<file path="config.mk">
export PLATFORM = sky130hd
export DESIGN_NAME = sisp_status_ports
export DESIGN_NICKNAME = d
export VERILOG_FILES = /design/src/pkg/sisp_pkg.sv /design/src/sisp_channel.sv /design/src/sisp_status_ports.sv
export SDC_FILE = /design/constraint.sdc
export NUM_CORES = 1
export LEC_CHECK = 0
export ABC_AREA = 1
export BUFFER_PORTS_ARGS = -buffer_cell sky130_fd_sc_hd__buf_4
export CORE_MARGIN = 5
export CORE_UTILIZATION = 41
export DETAILED_ROUTE_END_ITERATION = 6
export PLACE_DENSITY = 0.82
export SETUP_SLACK_MARGIN = 0.05
export SLEW_MARGIN = 20
export SYNTH_ARGS = -nofsm -noshare
export SYNTH_HDL_FRONTEND = slang
export SYNTH_HIERARCHICAL = 1
export SYNTH_SLANG_ARGS = --single-unit
</file>
<file path="constraint.sdc">
create_clock -name clk -period 1.1 [get_ports clk]
set_clock_uncertainty 0.1 [all_clocks]
set_input_delay 0.165 -clock clk [delete_from_list [all_inputs] [get_ports clk]]
set_output_delay 0.165 -clock clk [all_outputs]
set_load 0.02 [all_outputs]
</file>
<file path="src/pkg/sisp_pkg.sv">
package sisp_pkg;

    // Number of safety input terminals
    localparam int unsigned NUM_TERMINALS = 4;

    // Byte indices of the two status ports in the I/O map
    localparam logic [0:0] LEVEL_HEALTH_INDEX = 1'h0;
    localparam logic [0:0] TERMINAL_DIAG_INDEX = 1'h1;

    // Bit positions in the level and health byte
    localparam int unsigned LEVEL_POS = 0;
    localparam int unsigned CONN_ACTIVE_POS = 4;
    localparam int unsigned ALL_TERMINALS_OK_POS = 5;
    localparam int unsigned UNIT_OK_POS = 6;
    localparam int unsigned SUPPLY_FAULT_POS = 7;

    // Bit position of terminal 0 in the diagnostic byte
    localparam int unsigned DIAG_POS = 0;

    // Reset values
    localparam logic [7:0] LEVEL_HEALTH_RESET = 8'h00;
    localparam logic [7:0] TERMINAL_DIAG_RESET = 8'h00;
    localparam logic       FLAG_RESET = 1'h0;

endpackage

</file>
<file path="src/sisp_channel.sv">
`timescale 1ns/1ps

module sisp_channel (
    input  wire logic clk,
    input  wire logic resetn,
    input  wire logic level_in,
    input  wire logic diag_ok_in,
    output logic      level,
    output logic      diag_ok
);

    // Logical level of the terminal, 1 for on
    always_ff @(posedge clk) begin
        if (!resetn) begin
            level <= sisp_pkg::FLAG_RESET;
        end else begin
            level <= level_in;
        end
    end

    // Diagnostic state of the terminal, 1 for no error
    always_ff @(posedge clk) begin
        if (!resetn) begin
            diag_ok <= sisp_pkg::FLAG_RESET;
        end else begin
            diag_ok <= diag_ok_in;
        end
    end

endmodule

</file>
<file path="src/sisp_status_ports.sv">
`timescale 1ns/1ps

// Contract
// - Four read-only terminal level bits, 1 on, 0 off, reset to 0.
// - Connection-active flag is 1 while safety connection stands, else 0.
// - Per-terminal diagnostic bits, 1 no error; aggregate 1 only if all ok.
// - Unit-health flag 1 when unit error-free, 0 on any error, reset 0.
// - Supply fault flag 1 when I/O supply bad or absent, else 0.
module sisp_status_ports (
    input  wire logic       clk,
    input  wire logic       resetn,
    input  wire logic [3:0] terminal_level_in,
    input  wire logic [3:0] terminal_diag_ok_in,
    input  wire logic       conn_established_in,
    input  wire logic       unit_error_in,
    input  wire logic       supply_fault_in,
    input  wire logic       rd_en,
    input  wire logic [0:0] rd_index,
    output logic            rd_valid,
    output logic [7:0]      rd_data,
    output logic [7:0]      input_level_and_health_byte,
    output logic [7:0]      terminal_diagnostic_byte
);

    logic [3:0] terminal_level;
    logic [3:0] terminal_diag_ok;
    logic       conn_active;
    logic       unit_ok;
    logic       supply_fault;
    logic       all_terminals_ok;

    // One channel per terminal
    genvar gi;
    generate
        for (gi = 0; gi < sisp_pkg::NUM_TERMINALS; gi = gi + 1) begin : g_chan
            sisp_channel u_chan (
                .clk        (clk),
                .resetn     (resetn),
                .level_in   (terminal_level_in[gi]),
                .diag_ok_in (terminal_diag_ok_in[gi]),
                .level      (terminal_level[gi]),
                .diag_ok    (terminal_diag_ok[gi])
            );
        end
    endgenerate

    // Connection activity
    always_ff @(posedge clk) begin
        if (!resetn) begin
            conn_active <= sisp_pkg::FLAG_RESET;
        end else begin
            conn_active <= conn_established_in;
        end
    end

    // Unit health
    always_ff @(posedge clk) begin
        if (!resetn) begin
            unit_ok <= sisp_pkg::FLAG_RESET;
        end else begin
            unit_ok <= !unit_error_in;
        end
    end

    // Input supply fault
    always_ff @(posedge clk) begin
        if (!resetn) begin
            supply_fault <= sisp_pkg::FLAG_RESET;
        end else begin
            supply_fault <= supply_fault_in;
        end
    end

    // Aggregate follows the registered diagnostic bits, so it stays 0 in reset
    assign all_terminals_ok = &terminal_diag_ok;

    // Byte packing
    always_comb begin
        input_level_and_health_byte = sisp_pkg::LEVEL_HEALTH_RESET;
        input_level_and_health_byte[sisp_pkg::LEVEL_POS +: 4] = terminal_level;
        input_level_and_health_byte[sisp_pkg::CONN_ACTIVE_POS] = conn_active;
        input_level_and_health_byte[sisp_pkg::ALL_TERMINALS_OK_POS] = all_terminals_ok;
        input_level_and_health_byte[sisp_pkg::UNIT_OK_POS] = unit_ok;
        input_level_and_health_byte[sisp_pkg::SUPPLY_FAULT_POS] = supply_fault;
        terminal_diagnostic_byte = sisp_pkg::TERMINAL_DIAG_RESET;
        terminal_diagnostic_byte[sisp_pkg::DIAG_POS +: 4] = terminal_diag_ok;
    end

    // Read answer one cycle after the request
    always_ff @(posedge clk) begin
        if (!resetn) begin
            rd_valid <= 1'h0;
        end else begin
            rd_valid <= rd_en;
        end
    end

    // Read data holds until the next read
    always_ff @(posedge clk) begin
        if (!resetn) begin
            rd_data <= 8'h00;
        end else if (rd_en) begin
            case (rd_index)
                sisp_pkg::LEVEL_HEALTH_INDEX: begin
                    rd_data <= input_level_and_health_byte;
                end
                sisp_pkg::TERMINAL_DIAG_INDEX: begin
                    rd_data <= terminal_diagnostic_byte;
                end
                default: begin
                    rd_data <= 8'h00;
                end
            endcase
        end
    end

endmodule

</file>
==> metrics.cfg, run 1 <==
[status]
status=complete, but fails checks
violations=negative setup slack

[logic_synthesis]
synth_mux_area_share_pct=0
synth-simple-area-share_pct=15.8
synth_compound_area_share_pct=11.8
async_reset_ff_share_pct=0
synth_area_leaders=dfxtp_1 56%, nand2_1 13%, buf_4 8.4%
synth-edff-count=0
synth_top_family_by_area=simple AND/OR/NAND/NOR gates
ys_seq_area_share_pct=56.1
syn_area_um2=713
synth_most_common_cell=nand2_1
yosys-top-cells-count=25 x nand2_1, 20 x dfxtp_1, 13 x inv_1
synth-xor-area-share_pct=0
ys_ff_latch=20
syn-instance-count=87
synthFlopType=dfxtp_1
yosys_warnings=6
yosysTopAreaCell=dfxtp_1
synth_top_area_share_pct=56.1
yosys.area_share.adder_pct=0
avgSynthCellArea_um2=8.20
synth.distinct_cells=11

[timing]
slew_viol_final=0
fin_ws_ns=-0.121
hold_violations=0
finalCriticalPeriod_ns=1.22
finalSetupTns_ns=-0.316
setup-violations-final=5
period_share_pct=111
max_freq_ghz=0.819
grt_setup_unrepaired=yes

[critical_path]
cp_data_required_time_ns=0.83
cp-end-kind=output port
cp_cell_sequence=nand2_2 -> nor2_4 -> buf_6
reg2reg_from=g_chan[2].u_chan/diag_ok
rr_worst_depth=5
critPathMaxStageDelay_ns=0.36
crit_arrival_ns=0.96
cp.depth=3
rrSetupSlack_ns=0.11
slowest_stage=dfxtp_2
cp_max_fo=2
reg2reg_to=rd_data[5]
startpoint=g_chan[2].u_chan/diag_ok
cp-endpoint=input_level_and_health_byte[5]
critical-path-top-delay-family=flip-flops
critPathBufInv=1
startpoint_type=register
path_class=register to output port

[final_layout]
synthToLayoutAreaGrowth_pct=80.7
nNetsFinal=157
final_util_pct=76.3
antenna_cells=0
drive_gt1_share_pct=51.8
fill_cells=115

[routing]
drc_errors=0
post_drt_wl_per_cell_um=12.8
drt_iter0_markers=21
viasPerCell=4.62
totalWireLength_mm=2.02
vias=730
postRouteAntennaNets=0
drt-pass1-iter-count=4

[clock_tree]
cts_tree=done
h-tree-depth=1
clockBufferDepth=2
clk_latency_ns=0.29
cts_buffers=3
clock_sinks=20
root_buffer=clkbuf_4
path_clk_slew_ns=0.11

[global_routing]
antenna_found_initial=0
gr-usage-all-layers_pct=15.0
grt_pass1_wl_mm=2.93
grt_pass1_vias=689
grt.overflow.total=0
grt_max_degree=17

[power_and_ir_drop]
sw_frac_of_total_pct=25.2
ir_worst_vdd_mv=0.633
p_seq_share_pct=52.5
power.share.clock_pct=27.3
power_density_nw_per_um2=1170
leakagePower_nw=0.659
combPwrFrac_pct=20.2
power.switching_mw=0.380
p_int_mw=1.13

[run]
drv_cap=0

[floorplanning]
coreArea_um2=1690
die_h_um=51.7
start_util_pct=42.2
fp-row-count=15
die_area_um2=2670
ioPinCount=40
chipWidth_um=51.7

[placed_design]
dp_slack_ns=0.135
routabilityCongestion=0.701
dp_hpwl_mm=1.17
io_buffers=35

[min_path]
hold_class=input port to register

## cell usage in the layout (no fill, tap or decap), drive strengths merged
| cell type | Yosys | layout |
|---|---|---|
| o21ai | 4 | 4 |
| a21oi | 12 | 12 |
| buf | 8 | 43 |
| dfxtp | 20 | 20 |
| nor2 | 3 | 3 |
| dlygate4sd3 | 0 | 12 |
| conb | 1 | 4 |
| clkbuf | 0 | 4 |
| nand2 | 25 | 25 |
| inv | 14 | 14 |
## how the worst min path moves through the flow
| stage | from | to | slack, ns | cells past startpoint |
|---|---|---|---|---|
| final | resetn | g_chan[1].u_chan/diag_ok | 0.06 | 3 |
| after global routing | resetn | g_chan[2].u_chan/diag_ok | 0.05 | 3 |
| after CTS | resetn | g_chan[0].u_chan/diag_ok | 0.06 | 3 |
| after detailed placement | unit_error_in | unit_ok | 0.22 | 2 |
| after global placement | unit_error_in | unit_ok | 0.22 | 2 |
| after floorplan | unit_error_in | unit_ok | 0.14 | 1 |
## area by class of cell
class	instances	area, um2	share of cell area, %
repair buffers	55	529	41.1
flip-flops and latches	20	425	33.0
multi-input cells	48	224	17.4
inverters	14	52.6	4.08
clock buffers	4	36.3	2.82
well taps	17	21.3	1.65
## power by group through the flow
stage | sequential [mW] | combinational, mW | clock, mW
global route | 0.797 | 0.325 | 0.476
detailed placement | 0.796 | 0.217 | 0
floorplan | 0.831 | 0.0837 | 0
global placement | 0.794 | 0.215 | 0
finish | 0.793 | 0.305 | 0.412
CTS | 0.782 | 0.272 | 0.420
## worst reg2reg max path, stage by stage (launching register included)
cell	delay, ns
dfxtp_2	0.36
nand2_2	0.07
nor2_4	0.12
buf_4	0.11
nand2_1	0.06
a21oi_2	0.11
## cell families after synthesis
| family | Yosys count |
|---|---|
| simple gates | 28 |
| buf+inv | 22 |
| flops | 20 |
| compound gates | 16 |
| other cells | 1 |
## through the flow
stage	instance area, um2	cells	hold slack, ns	power, mW
after floorplan	726	90	0.137	0.915
after detailed placement	950	134	0.224	1.01
after global placement	950	134	0.221	1.01
after global routing	1290	158	0.0477	1.60
after CTS	1180	154	0.0561	1.47
final	1290	158	0.0635	1.51
## metal layers
| layer | share of wire (%) | up-vias | routed length, um | global-route usage, % |
|---|---|---|---|---|
| met1 | 40 | 331 | 812 | 15.6 |
| met5 | 0 | - | 0 | 0 |
| met2 | 52 | 34 | 1050 | 26.1 |
| met3 | 4.9 | 4 | 98 | 2.58 |
| li1 | - | 361 | - | - |
| met4 | 3.1 | 0 | 63 | 12.7 |
## sequential cells by signal, indices dropped and copies added (netlist names)
signal                 count
supply_fault               1
unit_ok                    1
rd_data                    8
g_chan.u_chan/level        4
rd_valid                   1
conn_active                1
g_chan.u_chan/diag_ok      4
## timing repair
action / 4_1_cts / 5_1_grt
pin swaps: 2 / 2
hold buffers: 12 / 0
endpoints found under the setup margin: 16 / 21
setup buffers: 4 / 4
hold endpoints to repair: 12 / 0
gates resized for setup: 22 / 24
(Power assumes the default switching activity.)
==> run 2: changes to the inputs <==
--- a/config.mk
+++ b/config.mk
@@ -11,7 +11,7 @@
 export CORE_UTILIZATION = 41
 export DETAILED_ROUTE_END_ITERATION = 6
 export PLACE_DENSITY = 0.82
-export SETUP_SLACK_MARGIN = 0.05
+export SETUP_SLACK_MARGIN = 0.15
 export SLEW_MARGIN = 20
 export SYNTH_ARGS = -nofsm -noshare
 export SYNTH_HDL_FRONTEND = slang
==> run 2 against run 1 <==
Compared with the run above:
- the flow still finishes with violations (negative setup slack)
- non-clock buffer count is 2 higher
- die area stayed put
- sequential cell count stayed put
- wire length is 8.8% higher
- register-to-register slack worse by 0.24 ns
- clock power is 2% higher
- total power is 0.66% higher
- via count is 4.1% higher
- largest power group unchanged
- highest routed layer unchanged
==> metrics.cfg, run 2 (synthesis results as in run 1) <==
[global_routing]
grt_pass1_vias=735
gr-usage-all-layers_pct=17.4
grt_pass1_wl_mm=3.40
grt_max_degree=17
grt.overflow.total=0
antenna_found_initial=0

[routing]
postRouteAntennaNets=0
drt-pass1-iter-count=4
viasPerCell=4.75
drt_iter0_markers=11
drc_errors=0
vias=760
post_drt_wl_per_cell_um=13.7
totalWireLength_mm=2.20

[timing]
max_freq_ghz=0.802
grt_setup_unrepaired=yes
finalCriticalPeriod_ns=1.25
setup-violations-final=6
fin_ws_ns=-0.147
hold_violations=0
hold_slack_ns=0.0460
slew_viol_final=0
period_share_pct=113

[placed_design]
routabilityCongestion=0.661
io_buffers=35
placed_area_um2=963
dp_hpwl_mm=1.19
dp_slack_ns=0.127

[min_path]
hold_class=input port to register
min_from=resetn
hold_end=conn_active
hold_depth=3

[critical_path]
startpoint_type=register
crit_arrival_ns=0.98
reg2reg_to=rd_data[5]
cp_max_fo=2
rr_worst_depth=8
path_class=register to output port
cp_data_required_time_ns=0.83
startpoint=g_chan[3].u_chan/diag_ok
reg2reg_from=g_chan[3].u_chan/diag_ok
cp-end-kind=output port
rrSetupSlack_ns=-0.13

[floorplanning]
die_area_um2=2670
ioPinCount=40
fp-row-count=15
coreArea_um2=1690
start_util_pct=42.2
die_h_um=51.7
chipWidth_um=51.7

[final_layout]
largestRegisters=rd_data x8, g_chan.u_chan/diag_ok x4, g_chan.u_chan/level x4
largest_reg_flops=8
synthToLayoutAreaGrowth_pct=88.4
largest_register=rd_data
final_common_cell=buf_6
design_area_um2=1340
mostFrequentLayoutCells=26 x buf_6, 22 x nand2_1, 19 x buf_4
antenna_cells=0
drive_gt1_share_pct=55.2
nNetsFinal=159
final_util_pct=79.6

[clock_tree]
clk_latency_ns=0.30
clockBufferDepth=2
clock_sinks=20
path_clk_slew_ns=0.12
cts_tree=done
h-tree-depth=1
cts_buffers=3
root_buffer=clkbuf_4

[power_and_ir_drop]
leakagePower_nw=0.685
ir_worst_vdd_mv=0.713
power_density_nw_per_um2=1130

[status]
status=complete, but fails checks
violations=negative setup slack

[run]
drv_cap=0

-- run 2: critical path: stages, from the launching register on --
cell and delay [ns]:
dfxtp_4 0.38, nand2_4 0.05, nor2_4 0.12, buf_6 0.13
-- run 2: how the worst max path moves through the flow --
| stage | end | slack, ns | cells past startpoint |
|---|---|---|---|
| after detailed placement | input_level_and_health_byte[5] | 0.13 | 3 |
| after global routing | input_level_and_health_byte[5] | -0.22 | 3 |
| after floorplan | input_level_and_health_byte[5] | 0.15 | 3 |
| after CTS | input_level_and_health_byte[5] | -0.11 | 3 |
| after global placement | input_level_and_health_byte[5] | 0.15 | 3 |
| final | input_level_and_health_byte[5] | -0.15 | 3 |
-- run 2: metal layers --
layer | track usage [%] | up-vias | wire (um)
met2 | 32.4 | 37 | 1210
li1 | - | 367 | -
met5 | 0 | - | 0
met1 | 18.4 | 348 | 781
met4 | 7.86 | 0 | 68
met3 | 4.01 | 8 | 134
-- run 2: final cells by class --
cell class	instances	area [um2]
multi-input combinational	48	243
timing repair buffer	57	556
inverter	14	52.6
tap	17	21.3
clock buffer	4	36.3
sequential	20	435
fill	103	345
-- run 2: power by group --
| part | internal, mW | total, mW | leakage (nW) | switching, mW |
|---|---|---|---|---|
| logic | 0.161 | 0.309 | 0.490 | 0.147 |
| clock network | 0.202 | 0.422 | 0.0210 | 0.220 |
| registers | 0.761 | 0.789 | 0.173 | 0.0278 |
| total | 1.12 | 1.52 | 0.685 | 0.395 |
-- run 2: repair_timing --
action                                 in CTS  in global routing
setup endpoints to repair                  21                 25
pin swaps                                   1                  5
setup buffers                               6                  4
gates resized for setup                    43                  8
hold buffers                               12                  0
endpoints found under the hold margin      12                  0
-- run 2: per-stage QoR --
step / setup TNS [ns] / power (mW) / std cells
5_1_grt: -0.891 / 1.60 / 160
4_1_cts: -0.354 / 1.49 / 156
6_report: -0.599 / 1.52 / 160
3_3_place_gp: 0 / 1.00 / 134
3_5_place_dp: 0 / 1.01 / 134
2_1_floorplan: 0 / 0.910 / 90
==> run 3: changes to the inputs <==
--- a/config.mk
+++ b/config.mk
@@ -8,9 +8,9 @@
 export ABC_AREA = 1
 export BUFFER_PORTS_ARGS = -buffer_cell sky130_fd_sc_hd__buf_4
 export CORE_MARGIN = 5
-export CORE_UTILIZATION = 41
+export CORE_UTILIZATION = 44
 export DETAILED_ROUTE_END_ITERATION = 6
-export PLACE_DENSITY = 0.82
+export PLACE_DENSITY = 0.87
 export SETUP_SLACK_MARGIN = 0.15
 export SLEW_MARGIN = 20
 export SYNTH_ARGS = -nofsm -noshare
==> constraint.sdc (replaced) <==
create_clock -name clk -period 1.52 [get_ports clk]
set_clock_uncertainty 0.1 [all_clocks]
set_input_delay 0.228 -clock clk [delete_from_list [all_inputs] [get_ports clk]]
set_output_delay 0.228 -clock clk [all_outputs]
set_load 0.02 [all_outputs]
==> run 3 against run 2 <==
Compared with the run above:
- the run now ends clean
- via count decreased by 13%
- total power fell by 23%
- final cell count is 9.4% lower
- first-iteration DRC count up 36%
- sequential cell count unchanged
- combinational power is 43% lower
- non-clock buffer count shrank 14
- critical path type unchanged
- critical endpoint unchanged
==> metrics.cfg, run 3 (synthesis results as in run 1) <==
[global_routing]
grt_pass1_vias=601
grt_pass1_wl_mm=2.48
grt_max_degree=17
antenna_found_initial=0
gr-usage-all-layers_pct=12.6
grt.overflow.total=0

[final_layout]
final_util_pct=72.1
largestRegisters=rd_data x8, g_chan.u_chan/diag_ok x4, g_chan.u_chan/level x4
largest_reg_flops=8
drive_gt1_share_pct=37.2
antenna_cells=0
nNetsFinal=145
mostFrequentLayoutCells=34 x buf_4, 24 x nand2_1, 16 x dfxtp_1
final_common_cell=buf_4
largest_register=rd_data
fill_cells=121
synthToLayoutAreaGrowth_pct=54.0

[critical_path]
startpoint_type=register
critPathMaxStageDelay_ns=0.37
critical-path-top-delay-family=flip-flops
cp-end-kind=output port
cp_data_required_time_ns=1.19
critPathBufInv=1
slowest_stage=dfxtp_2
crit_arrival_ns=0.99
cp_max_fo=3
path_class=register to output port
cp_cell_sequence=nand2_2 -> nor2_4 -> buf_6

[routing]
post_drt_wl_per_cell_um=11.7
drt_iter0_markers=15
postRouteAntennaNets=0
totalWireLength_mm=1.69
drc_errors=0
drt-pass1-iter-count=4
vias=665
viasPerCell=4.59

[clock_tree]
cts_tree=done
h-tree-depth=1
path_clk_slew_ns=0.12
post-cts-setup-buffer-count=0
clockBufferDepth=2
cts_buffers=3
clk_latency_ns=0.29
clock_sinks=20
root_buffer=clkbuf_4

[power_and_ir_drop]
p_total_mw=1.16
leakagePower_nw=0.582
power_density_nw_per_um2=1060
ir_worst_vdd_mv=0.746

[floorplanning]
die_area_um2=2530
ioPinCount=40
chipWidth_um=50.3
fp-row-count=14
die_h_um=50.3
start_util_pct=46.8
coreArea_um2=1520

[timing]
setup-violations-final=0
fin_ws_ns=0.207
finalCriticalPeriod_ns=1.31
hold_slack_ns=0.0104
finalSetupTns_ns=0
period_share_pct=86.4
slew_viol_final=0
grt_setup_unrepaired=no
max_freq_ghz=0.762
hold_violations=0

[placed_design]
dp_hpwl_mm=1.25
routabilityCongestion=0.687
dp_slack_ns=0.511
io_buffers=35

[status]
status=complete, no violations

[run]
drv_cap=0

[min_path]
hold_class=input port to register

[run 3: metrics by stage]
| step | instance area [um2] | instances |
|---|---|---|
| 3_3_place_gp | 947 | 133 |
| 6_report | 1100 | 145 |
| 2_1_floorplan | 724 | 90 |
| 3_5_place_dp | 947 | 133 |
| 4_1_cts | 1050 | 142 |
| 5_1_grt | 1100 | 145 |
[run 3: per-layer routing]
layer	routed length, um	track usage [%]
met1	630	13.7
met2	843	20.7
met3	215	7.69
met4	0	2.62
met5	0	0
[run 3: worst paths after layout]
path	startpoint	endpoint	slack (ns)	cells after the start
setup reg to reg	g_chan[0].u_chan/diag_ok	rd_data[5]	0.63	4
setup / recovery	g_chan[0].u_chan/diag_ok	input_level_and_health_byte[5]	0.21	3
hold / removal	terminal_level_in[3]	g_chan[3].u_chan/level	0.01	3
hold reg to reg	unit_ok	rd_data[6]	0.37	2
[run 3: area by class of cell]
type | instances | area, um2 | share of cell area (%)
sequential | 20 | 405 | 36.9
timing repair buffer | 43 | 347 | 31.5
multi-input combinational | 48 | 221 | 20.2
inverter | 14 | 52.6 | 4.78
clock inverter | 1 | 30.0 | 2.73
clock buffer | 3 | 22.5 | 2.05
tap | 16 | 20.0 | 1.82
[run 3: timing repair]
item	CTS	global route
endpoints found under the hold margin	5	3
hold buffers	5	3
gates resized for setup	0	8
setup endpoints to repair	0	1
[run 3: worst min-delay path, delay by kind of cell]
family,cells,cell delay (ns)
AND/OR/NAND/NOR,1,0.04
buffers and inverters,2,0.12
[run 3: report_power, final]
| part | switching (mW) | leakage (nW) | total (mW) | internal (mW) |
|---|---|---|---|---|
| Sequential | 0.0146 | 0.167 | 0.566 | 0.551 |
| Combinational | 0.0945 | 0.387 | 0.176 | 0.0818 |
| Clock | 0.157 | 0.0279 | 0.423 | 0.266 |
| Total | 0.266 | 0.582 | 1.16 | 0.899 |
